[src/msfr_pkg.sv]
// Register map, field layout, timing and carrier types of the config bank
`default_nettype none
package msfr_pkg;
  // ---------------------------------------------------------------
  // Register indices (byte address is four times the index)
  // ---------------------------------------------------------------
  localparam logic [7:0] IDX_RATE_DIV = 8'h19;
  localparam logic [7:0] IDX_FILT     = 8'h1A;
  localparam logic [7:0] IDX_GYRO     = 8'h1B;
  localparam logic [7:0] IDX_ACCEL    = 8'h1C;
  localparam logic [7:0] IDX_STATUS   = 8'h20;
  localparam int unsigned IDX_LSB     = 2;
  localparam int unsigned IDX_MSB     = 9;

  // ---------------------------------------------------------------
  // Field positions and reset values
  // ---------------------------------------------------------------
  localparam int unsigned TOP_BIT   = 7;
  localparam int unsigned FIFO_BIT  = 6;
  localparam int unsigned SYNC_MSB  = 5;
  localparam int unsigned SYNC_LSB  = 3;
  localparam int unsigned LPF_MSB   = 2;
  localparam int unsigned LPF_LSB   = 0;
  localparam int unsigned RANGE_MSB = 4;
  localparam int unsigned RANGE_LSB = 3;
  localparam int unsigned BYP_MSB   = 1;
  localparam int unsigned BYP_LSB   = 0;
  localparam logic [7:0] FILT_RST   = 8'h80;
  localparam logic [7:0] GYRO_RST   = 8'h00;
  localparam logic [7:0] ACCEL_RST  = 8'h00;
  localparam logic [7:0] DIV_RST    = 8'h00;
  localparam logic [7:0] GYRO_MASK  = 8'hFB;
  localparam logic [7:0] ACCEL_MASK = 8'hF8;
  localparam int unsigned STAT_CAP  = 7;
  localparam int unsigned STAT_PEND = 6;
  localparam int unsigned STAT_LAT  = 5;
  localparam int unsigned STAT_DIV  = 4;
  localparam logic [2:0] LPF_WIDE_LO = 3'h0;
  localparam logic [2:0] LPF_WIDE_HI = 3'h7;
  localparam logic [1:0] BYP_NONE    = 2'h0;
  localparam logic [3:0] FILT_BYP_WIDE = 4'h8;
  localparam logic [3:0] FILT_BYP_MID  = 4'h9;
  localparam int unsigned SYNC_DESTS = 7;

  // ---------------------------------------------------------------
  // Timing
  // ---------------------------------------------------------------
  localparam int unsigned CLK_HZ      = 250_000_000;
  localparam int unsigned RATE_32K_HZ = 32_000;
  localparam int unsigned RATE_8K_HZ  = 8_000;
  localparam int unsigned RATE_1K_HZ  = 1_000;
  localparam int unsigned CNT_W       = 18;

  typedef enum logic [1:0] {RATE_32K, RATE_8K, RATE_1K} msfr_rate_e;

  typedef struct packed {
    logic       fifo_drop_new;
    logic [2:0] sync_sel;
    logic [2:0] lpf_setting;
    logic [1:0] bypass;
    logic [1:0] gyro_range;
    logic [1:0] accel_range;
  } msfr_cfg_s;
endpackage : msfr_pkg
`default_nettype wire

[src/msfr_config_bank.sv]
// Filter, sync-capture and range configuration bank on AHB-Lite
`default_nettype none
module msfr_config_bank #(
  parameter int unsigned CLK_HZ = msfr_pkg::CLK_HZ,
  parameter int unsigned PERIOD_32K = CLK_HZ / msfr_pkg::RATE_32K_HZ,
  parameter int unsigned PERIOD_8K  = CLK_HZ / msfr_pkg::RATE_8K_HZ,
  parameter int unsigned PERIOD_1K  = CLK_HZ / msfr_pkg::RATE_1K_HZ
) (
  input  wire logic                 CLK_IN,
  input  wire logic                 RST_B_IN,
  input  wire logic                 HSEL_IN,
  input  wire logic [31:0]          HADDR_IN,
  input  wire logic [1:0]           HTRANS_IN,
  input  wire logic                 HWRITE_IN,
  input  wire logic [2:0]           HSIZE_IN,
  input  wire logic [31:0]          HWDATA_IN,
  input  wire logic                 HREADY_IN,
  output logic [31:0]               HRDATA_OUT,
  output logic                      HREADYOUT_OUT,
  output logic                      HRESP_OUT,
  input  wire logic                 FRAME_SYNC_IN,
  input  wire logic                 FIFO_FULL_IN,
  input  wire logic                 FIFO_WRITE_REQ_IN,
  output logic                      FIFO_WR_EN_OUT,
  output logic                      FIFO_DROP_OLDEST_OUT,
  output logic                      INTERNAL_TICK_OUT,
  output logic                      SAMPLE_TICK_OUT,
  output var msfr_pkg::msfr_rate_e  RATE_OUT,
  output logic [3:0]                FILTER_PATH_OUT,
  output var msfr_pkg::msfr_cfg_s   ACTIVE_CFG_OUT,
  output logic [6:0]                SYNC_DEST_OUT,
  output logic                      SYNC_BIT_OUT
);
  import msfr_pkg::*;

  // ---------------------------------------------------------------
  // Bus slave
  // ---------------------------------------------------------------
  logic       acc;
  logic       hit;
  logic [7:0] idx;
  logic [7:0] rd_byte;
  logic       wr_pend_q;
  logic [7:0] wr_idx_q;
  logic [7:0] filt_q;
  logic [7:0] gyro_q;
  logic [7:0] accel_q;
  logic [7:0] div_q;
  logic [7:0] status;

  assign acc = HSEL_IN && HTRANS_IN[1] && HREADY_IN;
  assign idx = HADDR_IN[IDX_MSB:IDX_LSB];
  assign hit = HADDR_IN[31:IDX_MSB+1] == '0;

  always_ff @(posedge CLK_IN or negedge RST_B_IN) begin
    if (!RST_B_IN) begin
      wr_pend_q <= 1'b0;
      wr_idx_q  <= 8'h00;
    end else begin
      wr_pend_q <= acc && HWRITE_IN && hit;
      wr_idx_q  <= idx;
    end
  end

  // Only the low byte of the word is stored; upper lanes are dropped
  always_ff @(posedge CLK_IN or negedge RST_B_IN) begin
    if (!RST_B_IN) begin
      filt_q  <= FILT_RST;
      gyro_q  <= GYRO_RST;
      accel_q <= ACCEL_RST;
      div_q   <= DIV_RST;
    end else if (wr_pend_q) begin
      if (wr_idx_q == IDX_FILT) begin
        filt_q <= HWDATA_IN[7:0];
      end else if (wr_idx_q == IDX_GYRO) begin
        gyro_q <= HWDATA_IN[7:0] & GYRO_MASK;
      end else if (wr_idx_q == IDX_ACCEL) begin
        accel_q <= HWDATA_IN[7:0] & ACCEL_MASK;
      end else if (wr_idx_q == IDX_RATE_DIV) begin
        div_q <= HWDATA_IN[7:0];
      end
    end
  end

  always_comb begin
    if (!hit) begin
      rd_byte = 8'h00;
    end else if (idx == IDX_FILT) begin
      rd_byte = filt_q;
    end else if (idx == IDX_GYRO) begin
      rd_byte = gyro_q;
    end else if (idx == IDX_ACCEL) begin
      rd_byte = accel_q;
    end else if (idx == IDX_RATE_DIV) begin
      rd_byte = div_q;
    end else if (idx == IDX_STATUS) begin
      rd_byte = status;
    end else begin
      rd_byte = 8'h00;
    end
  end

  // Zero wait states; unmapped reads return zero with OKAY
  always_ff @(posedge CLK_IN or negedge RST_B_IN) begin
    if (!RST_B_IN) begin
      HRDATA_OUT    <= 32'h0000_0000;
      HREADYOUT_OUT <= 1'b0;
      HRESP_OUT     <= 1'b0;
    end else begin
      HREADYOUT_OUT <= 1'b1;
      HRESP_OUT     <= 1'b0;
      if (acc && !HWRITE_IN) begin
        HRDATA_OUT <= {24'h00_0000, rd_byte};
      end
    end
  end

  // ---------------------------------------------------------------
  // Pending and active settings
  // ---------------------------------------------------------------
  msfr_cfg_s  shadow;
  msfr_cfg_s  act_q;
  logic [7:0] eff_div_q;
  logic       div_en;
  logic       int_tick;
  logic       sample_tick;

  always_comb begin
    shadow.fifo_drop_new = filt_q[FIFO_BIT];
    shadow.sync_sel      = filt_q[SYNC_MSB:SYNC_LSB];
    shadow.lpf_setting   = filt_q[LPF_MSB:LPF_LSB];
    shadow.bypass        = gyro_q[BYP_MSB:BYP_LSB];
    shadow.gyro_range    = gyro_q[RANGE_MSB:RANGE_LSB];
    shadow.accel_range   = accel_q[RANGE_MSB:RANGE_LSB];
  end

  // Swapping only on the sample tick keeps each sample self-consistent
  always_ff @(posedge CLK_IN or negedge RST_B_IN) begin
    if (!RST_B_IN) begin
      act_q     <= '0;
      eff_div_q <= DIV_RST;
    end else if (sample_tick) begin
      act_q     <= shadow;
      eff_div_q <= div_q;
    end
  end

  // ---------------------------------------------------------------
  // Internal rate and output sample rate
  // ---------------------------------------------------------------
  msfr_rate_e       rate;
  logic [3:0]       filt_path;
  logic [CNT_W-1:0] period;
  logic [CNT_W-1:0] int_cnt_q;
  logic [7:0]       sdiv_cnt_q;

  always_comb begin
    if (act_q.bypass != BYP_NONE) begin
      rate = RATE_32K;
    end else if (act_q.lpf_setting == LPF_WIDE_LO ||
                 act_q.lpf_setting == LPF_WIDE_HI) begin
      rate = RATE_8K;
    end else begin
      rate = RATE_1K;
    end
  end

  // Bypass overrides the low-pass setting
  always_comb begin
    if (act_q.bypass[BYP_LSB]) begin
      filt_path = FILT_BYP_WIDE;
    end else if (act_q.bypass[BYP_MSB]) begin
      filt_path = FILT_BYP_MID;
    end else begin
      filt_path = {1'b0, act_q.lpf_setting};
    end
  end

  always_comb begin
    case (rate)
      RATE_32K: period = CNT_W'(PERIOD_32K - 1);
      RATE_8K:  period = CNT_W'(PERIOD_8K - 1);
      default:  period = CNT_W'(PERIOD_1K - 1);
    endcase
  end

  assign div_en = rate == RATE_1K;
  assign int_tick = int_cnt_q == period;
  assign sample_tick = int_tick && (!div_en || sdiv_cnt_q == eff_div_q);

  always_ff @(posedge CLK_IN or negedge RST_B_IN) begin
    if (!RST_B_IN) begin
      int_cnt_q <= '0;
    end else if (int_tick) begin
      int_cnt_q <= '0;
    end else begin
      int_cnt_q <= int_cnt_q + CNT_W'(1);
    end
  end

  always_ff @(posedge CLK_IN or negedge RST_B_IN) begin
    if (!RST_B_IN) begin
      sdiv_cnt_q <= 8'h00;
    end else if (sample_tick) begin
      sdiv_cnt_q <= 8'h00;
    end else if (int_tick) begin
      sdiv_cnt_q <= sdiv_cnt_q + 8'h01;
    end
  end

  // ---------------------------------------------------------------
  // Frame-sync latch
  // ---------------------------------------------------------------
  logic fs_prev_q;
  logic latch_q;
  logic pend_q;
  logic cap_q;
  logic fs_edge;
  logic fs_toggle;

  assign fs_edge = FRAME_SYNC_IN ^ fs_prev_q;
  // Edge in the capture cycle still toggles, so a strobe arriving in the capture cycle is not lost
  assign fs_toggle = fs_edge && (!pend_q || sample_tick);

  always_ff @(posedge CLK_IN or negedge RST_B_IN) begin
    if (!RST_B_IN) begin
      fs_prev_q <= 1'b0;
      latch_q   <= 1'b0;
      pend_q    <= 1'b0;
      cap_q     <= 1'b0;
    end else begin
      fs_prev_q <= FRAME_SYNC_IN;
      latch_q   <= latch_q ^ fs_toggle;
      if (fs_toggle) begin
        pend_q <= 1'b1;
      end else if (sample_tick) begin
        pend_q <= 1'b0;
      end
      if (sample_tick) begin
        cap_q <= latch_q;
      end
    end
  end

  always_comb begin
    status = 8'h00;
    status[STAT_CAP]  = cap_q;
    status[STAT_PEND] = pend_q;
    status[STAT_LAT]  = latch_q;
    status[STAT_DIV]  = div_en;
    status[1:0]       = rate;
  end

  // ---------------------------------------------------------------
  // Outputs
  // ---------------------------------------------------------------
  for (genvar g = 0; g < SYNC_DESTS; g++) begin : g_dest
    always_ff @(posedge CLK_IN or negedge RST_B_IN) begin
      if (!RST_B_IN) begin
        SYNC_DEST_OUT[g] <= 1'b0;
      end else begin
        SYNC_DEST_OUT[g] <= act_q.sync_sel == 3'(g + 1);
      end
    end
  end

  always_ff @(posedge CLK_IN or negedge RST_B_IN) begin
    if (!RST_B_IN) begin
      SYNC_BIT_OUT         <= 1'b0;
      FIFO_WR_EN_OUT       <= 1'b0;
      FIFO_DROP_OLDEST_OUT <= 1'b0;
    end else begin
      SYNC_BIT_OUT <= (act_q.sync_sel != 3'h0) && cap_q;
      FIFO_WR_EN_OUT <= FIFO_WRITE_REQ_IN &&
                        (!FIFO_FULL_IN || !act_q.fifo_drop_new);
      FIFO_DROP_OLDEST_OUT <= FIFO_WRITE_REQ_IN && FIFO_FULL_IN &&
                              !act_q.fifo_drop_new;
    end
  end

  always_ff @(posedge CLK_IN or negedge RST_B_IN) begin
    if (!RST_B_IN) begin
      INTERNAL_TICK_OUT <= 1'b0;
      SAMPLE_TICK_OUT   <= 1'b0;
      RATE_OUT          <= RATE_32K;
      FILTER_PATH_OUT   <= 4'h0;
      ACTIVE_CFG_OUT    <= '0;
    end else begin
      INTERNAL_TICK_OUT <= int_tick;
      SAMPLE_TICK_OUT   <= sample_tick;
      RATE_OUT          <= rate;
      FILTER_PATH_OUT   <= filt_path;
      ACTIVE_CFG_OUT    <= act_q;
    end
  end
endmodule : msfr_config_bank
`default_nettype wire

[config.mk]
export PLATFORM = sky130hd
export DESIGN_NAME = msfr_config_bank
export DESIGN_NICKNAME = d
export VERILOG_FILES = /design/src/msfr_pkg.sv /design/src/msfr_config_bank.sv
export SDC_FILE = /design/constraint.sdc
export NUM_CORES = 1
export LEC_CHECK = 0
export ABC_AREA = 0
export BUFFER_PORTS_ARGS = -buffer_cell sky130_fd_sc_hd__buf_2
export CORE_ASPECT_RATIO = 1.2
export CORE_MARGIN = 3
export CORE_UTILIZATION = 40
export DETAILED_ROUTE_END_ITERATION = 16
export SYNTH_ARGS = -nofsm -noshare
export SYNTH_HDL_FRONTEND = slang
export SYNTH_SLANG_ARGS = --single-unit
[constraint.sdc]
create_clock -name CLK_IN -period 2.6 [get_ports CLK_IN]
set_input_delay 0.26 -clock CLK_IN [delete_from_list [all_inputs] [get_ports CLK_IN]]
set_output_delay 0.26 -clock CLK_IN [all_outputs]
set_load 0.005 [all_outputs]
==> run summary <==
Max Freq - 0.4128 GHz
largest net degree at the start of global routing - 60
clock insertion delay at the later pin of the skew report - 0.42 ns
total area of multi-input combinational cells - 2281 sq um
internal power contribution - 3.486 mW
global route total overflow - 0
overall power consumption - 4.501 mW
number of buffers added by the clock tree synthesis step - 17
initial antenna violation count - 0
Bufs on Longest Clock Path - 2
asr flop ratio synth - 1.000
clock tree sinks - 128
post-cts resize count - 0
residual DRC count - 0
Post-Syn Area - 5689 sq um
most used flip-flop cell after synthesis - dfrtp_1
detail-routed net length per standard cell - 16.83 um
arrival time reported for the critical path endpoint - 2.76 ns
number of enable flip-flop cells after synthesis - 0
effective utilization at floorplan - 0.4099
average instance area after synthesis - 12.34 sq um
final hold violations - 0
fillcell total - 1207
maximum VDD drop - 0.3835 mV
post-layout minimum cycle time - 2.422 ns
slowest cell on the critical path - a2111oi_4
number of top-level pins - 142
clock slew at the register clock pins of the worst setup and hold paths - 0.06 ns
fraction of power spent switching nets - 0.2255
highest fanout seen on the critical path - 9
most prevalent standard cell on the critical path - buf_4
number of buffers added on ports - 86
number of register bits inferred by synthesis - 128
worst setup path category - reg2reg
largest stage delay on the critical path - 0.47 ns
run status - finished, final reports clean
die boundary width - 114.9 um
aggregate routed wire length - 12810 um
via count - 3982
via count of the first global-routing pass - 4307
# nets final - 656
worst endpoint required time - 2.93 ns
type of destination of the critical path - flop
Hold Crit Class - in2reg
unrepaired setup endpoints after global routing - false
number of vias per cell after detailed routing - 5.233
Root Buffer Master - clkbuf_16
Static Leakage - 3.517 nW
list of cells traversed by the critical path - nor2_1 > nand3_1 > a2111oi_4 > buf_4 > o21a_1 > buf_4 > mux2i_1
H-tree levels - 4
NetSw - 1.015 mW
portion of total power attributed to sequential cells - 0.448
worst clock skew - 0.007249 ns
Starting DRT DRC Count - 238
Worst setup SP type - flop
Warnings, synthesis - 0
FF/Latch Area - 3204 sq um
slew at the pin with the worst max-slew slack - 0.6007 ns
Final TNS setup - 0 ns
relative contribution of combinational cells to total power - 0.034
cell taking the most area after synthesis - dfrtp_1
post-synthesis sequential area ratio - 0.5632
core box area - 13880 sq um
overall fraction of global-route tracks in use - 0.1764
antenna-violating nets left - 0
relative area change from synthesis to final layout - 22.61%
Layout Cell Area excl Fill - 6975 sq um
instance area after placement - 6319 sq um
most common library cells after synthesis - 127 x dfrtp_1, 35 x nor2_1, 31 x mux2_2
share of the synthesized area in the top cell type - 0.5586
PD cells - 645.2 nW/um^2
ratio of cells with drive above 1 in the final layout - 0.3203
synthesized netlist cell count - 461
post-route fraction of the period consumed by the critical path - 0.9317
clock tree from TritonCTS - done
number of pins with negative max-slew slack in the final report - 0
global-route wire length before repair - 21550 um
number of failing setup endpoints in the final timing report - 0
final antenna diode count - 0
DRT Pass-1 Iters - 4
number of different library cells in the post-synthesis netlist - 60
part of the total power dissipated in the clock network - 0.518
max_cap viols - 0
top area cells in the synthesized netlist - dfrtp_1 56%, mux2_2 6.1%, mux2_4 4.5%
Slew HR - 0.5939
number of setup buffers added after CTS - 0
Detailed Place HPWL - 9125 um
vertical extent of the die - 136.6 um
Die Footprint - 15700 sq um
most frequently used cell type in the post-synthesis netlist - dfrtp_1
number of rows in the core area - 47
GP Congestion - 0.8289
path summary, 6_finish.rpt:
kind	to	depth (start not counted)	startpoint	slack, ns
max	sdiv_cnt_q[1]$_DFFE_PN0P_	7	act_q[5]$_DFFE_PN0N_	0.18
min	FIFO_WR_EN_OUT$_DFF_PN0_	2	FIFO_FULL_IN	0.05
max reg2reg	sdiv_cnt_q[1]$_DFFE_PN0P_	7	act_q[5]$_DFFE_PN0N_	0.18
min reg2reg	ACTIVE_CFG_OUT[3]$_DFF_PN0_	0	act_q[3]$_DFFE_PN0N_	0.38
max in group asynchronous	act_q[8]$_DFFE_PN0N_	3	RST_B_IN	1.43
min in group asynchronous	SYNC_DEST_OUT[5]$_DFF_PN0_	2	RST_B_IN	0.39
worst max-delay path, delay by kind of cell (launching register included):
family,cells,cell delay (ns)
muxes,1,0.19
DFF,1,0.42
and+or+nand+nor,2,0.70
AOI/OAI and AO/OA,2,0.62
buffers and inverters,2,0.40
per-layer routing:
layer  part of all wire  up-vias  routed length, um  GRT usage
met5                  0        -                  0          0
met3              0.048       23                613    0.03848
met4              0.024        0                312    0.08415
li1                   -     1853                  -          -
met2               0.51      124               6537     0.2992
met1               0.42     1982               5348     0.2120
logic make-up (layout without fill, tap and decap cells):
logic type               count (synthesis)  in the layout  share of synthesized area
AND/OR/NAND/NOR                        147            147                     0.1467
flip-flops                             128            128                     0.5632
adder cells (fa/ha/maj)                  2              2                   0.004398
XOR/XNOR                                25             25                    0.03849
other                                    2             26                   0.001320
multiplexers                            50             50                     0.1097
AO/OA/AOI/OAI                           59             59                    0.08445
buffers and inverters                   48            153                    0.05168
through the flow:
stage	utilization	hold slack, ns	std cells	setup slack, ns
after detailed placement	0.4553	0.3175	722	0.1880
after CTS	0.5026	0.02878	761	0.1615
final	0.5026	0.04635	761	0.1776
after floorplan	-	-0.03559	485	0.2681
after global routing	0.5026	0.06067	761	0.007463
after global placement	0.4553	0.3041	722	0.2580
power groups by stage:
stage,Clock (mW),Sequential [mW],Combinational [mW]
after global routing,2.47,2.02,0.174
after detailed placement,0,2.05,0.146
after floorplan,0,2.05,0.0675
final,2.33,2.02,0.151
after CTS,2.38,2.02,0.154
after global placement,0,2.05,0.142
registers in the layout, summed over array words and instances, names as in the netlist, 2 cells and up:
signal,cells
accel_q,5
gyro_q,7
ACTIVE_CFG_OUT,13
HRDATA_OUT,8
FILTER_PATH_OUT,4
eff_div_q,8
wr_idx_q,8
int_cnt_q,18
SYNC_DEST_OUT,7
act_q,13
div_q,8
sdiv_cnt_q,8
RATE_OUT,2
filt_q,8
area by class of cell:
cell class	instances	share of cell area
tap	171	0.03067
clock buffer	17	0.06099
clock inverter	15	0.02314
sequential	128	0.4594
multi-input combinational	309	0.3270
inverter	13	0.006996
timing repair buffer	108	0.09184
cells in the final DEF, fill, tap and decap left out, types with 4 or more instances in the layout:
cell           Yosys  final
o21ai_0            4      4
and3_1            10     10
o221ai_1           5      5
nor4b_1            5      5
xnor2_1            9      9
and2_1             4      4
o2111ai_1          5      5
conb_1             2     26
mux2_4            17     17
inv_1             13     13
nor2b_1           12     12
nor4_1             8      8
nand2_1           21     21
buf_2              4     85
a21oi_1           11     11
nor2_1            35     35
nor3_1             4      4
nand4_1            6      6
mux2_2            31     31
a32o_1             4      4
o41ai_1            7      7
xor2_1            16     16
nand3_1           16     16
clkbuf_16          0     17
buf_4             25     14
dlygate4sd3_1      0      7
dfrtp_1          127    127
timing repair:
action | 4_1_cts | 5_1_grt
endpoints found under the hold margin | 51 | 0
endpoints found under the setup margin | 0 | 0
hold buffers | 7 | 0
Power figures use the tool's default switching activity.
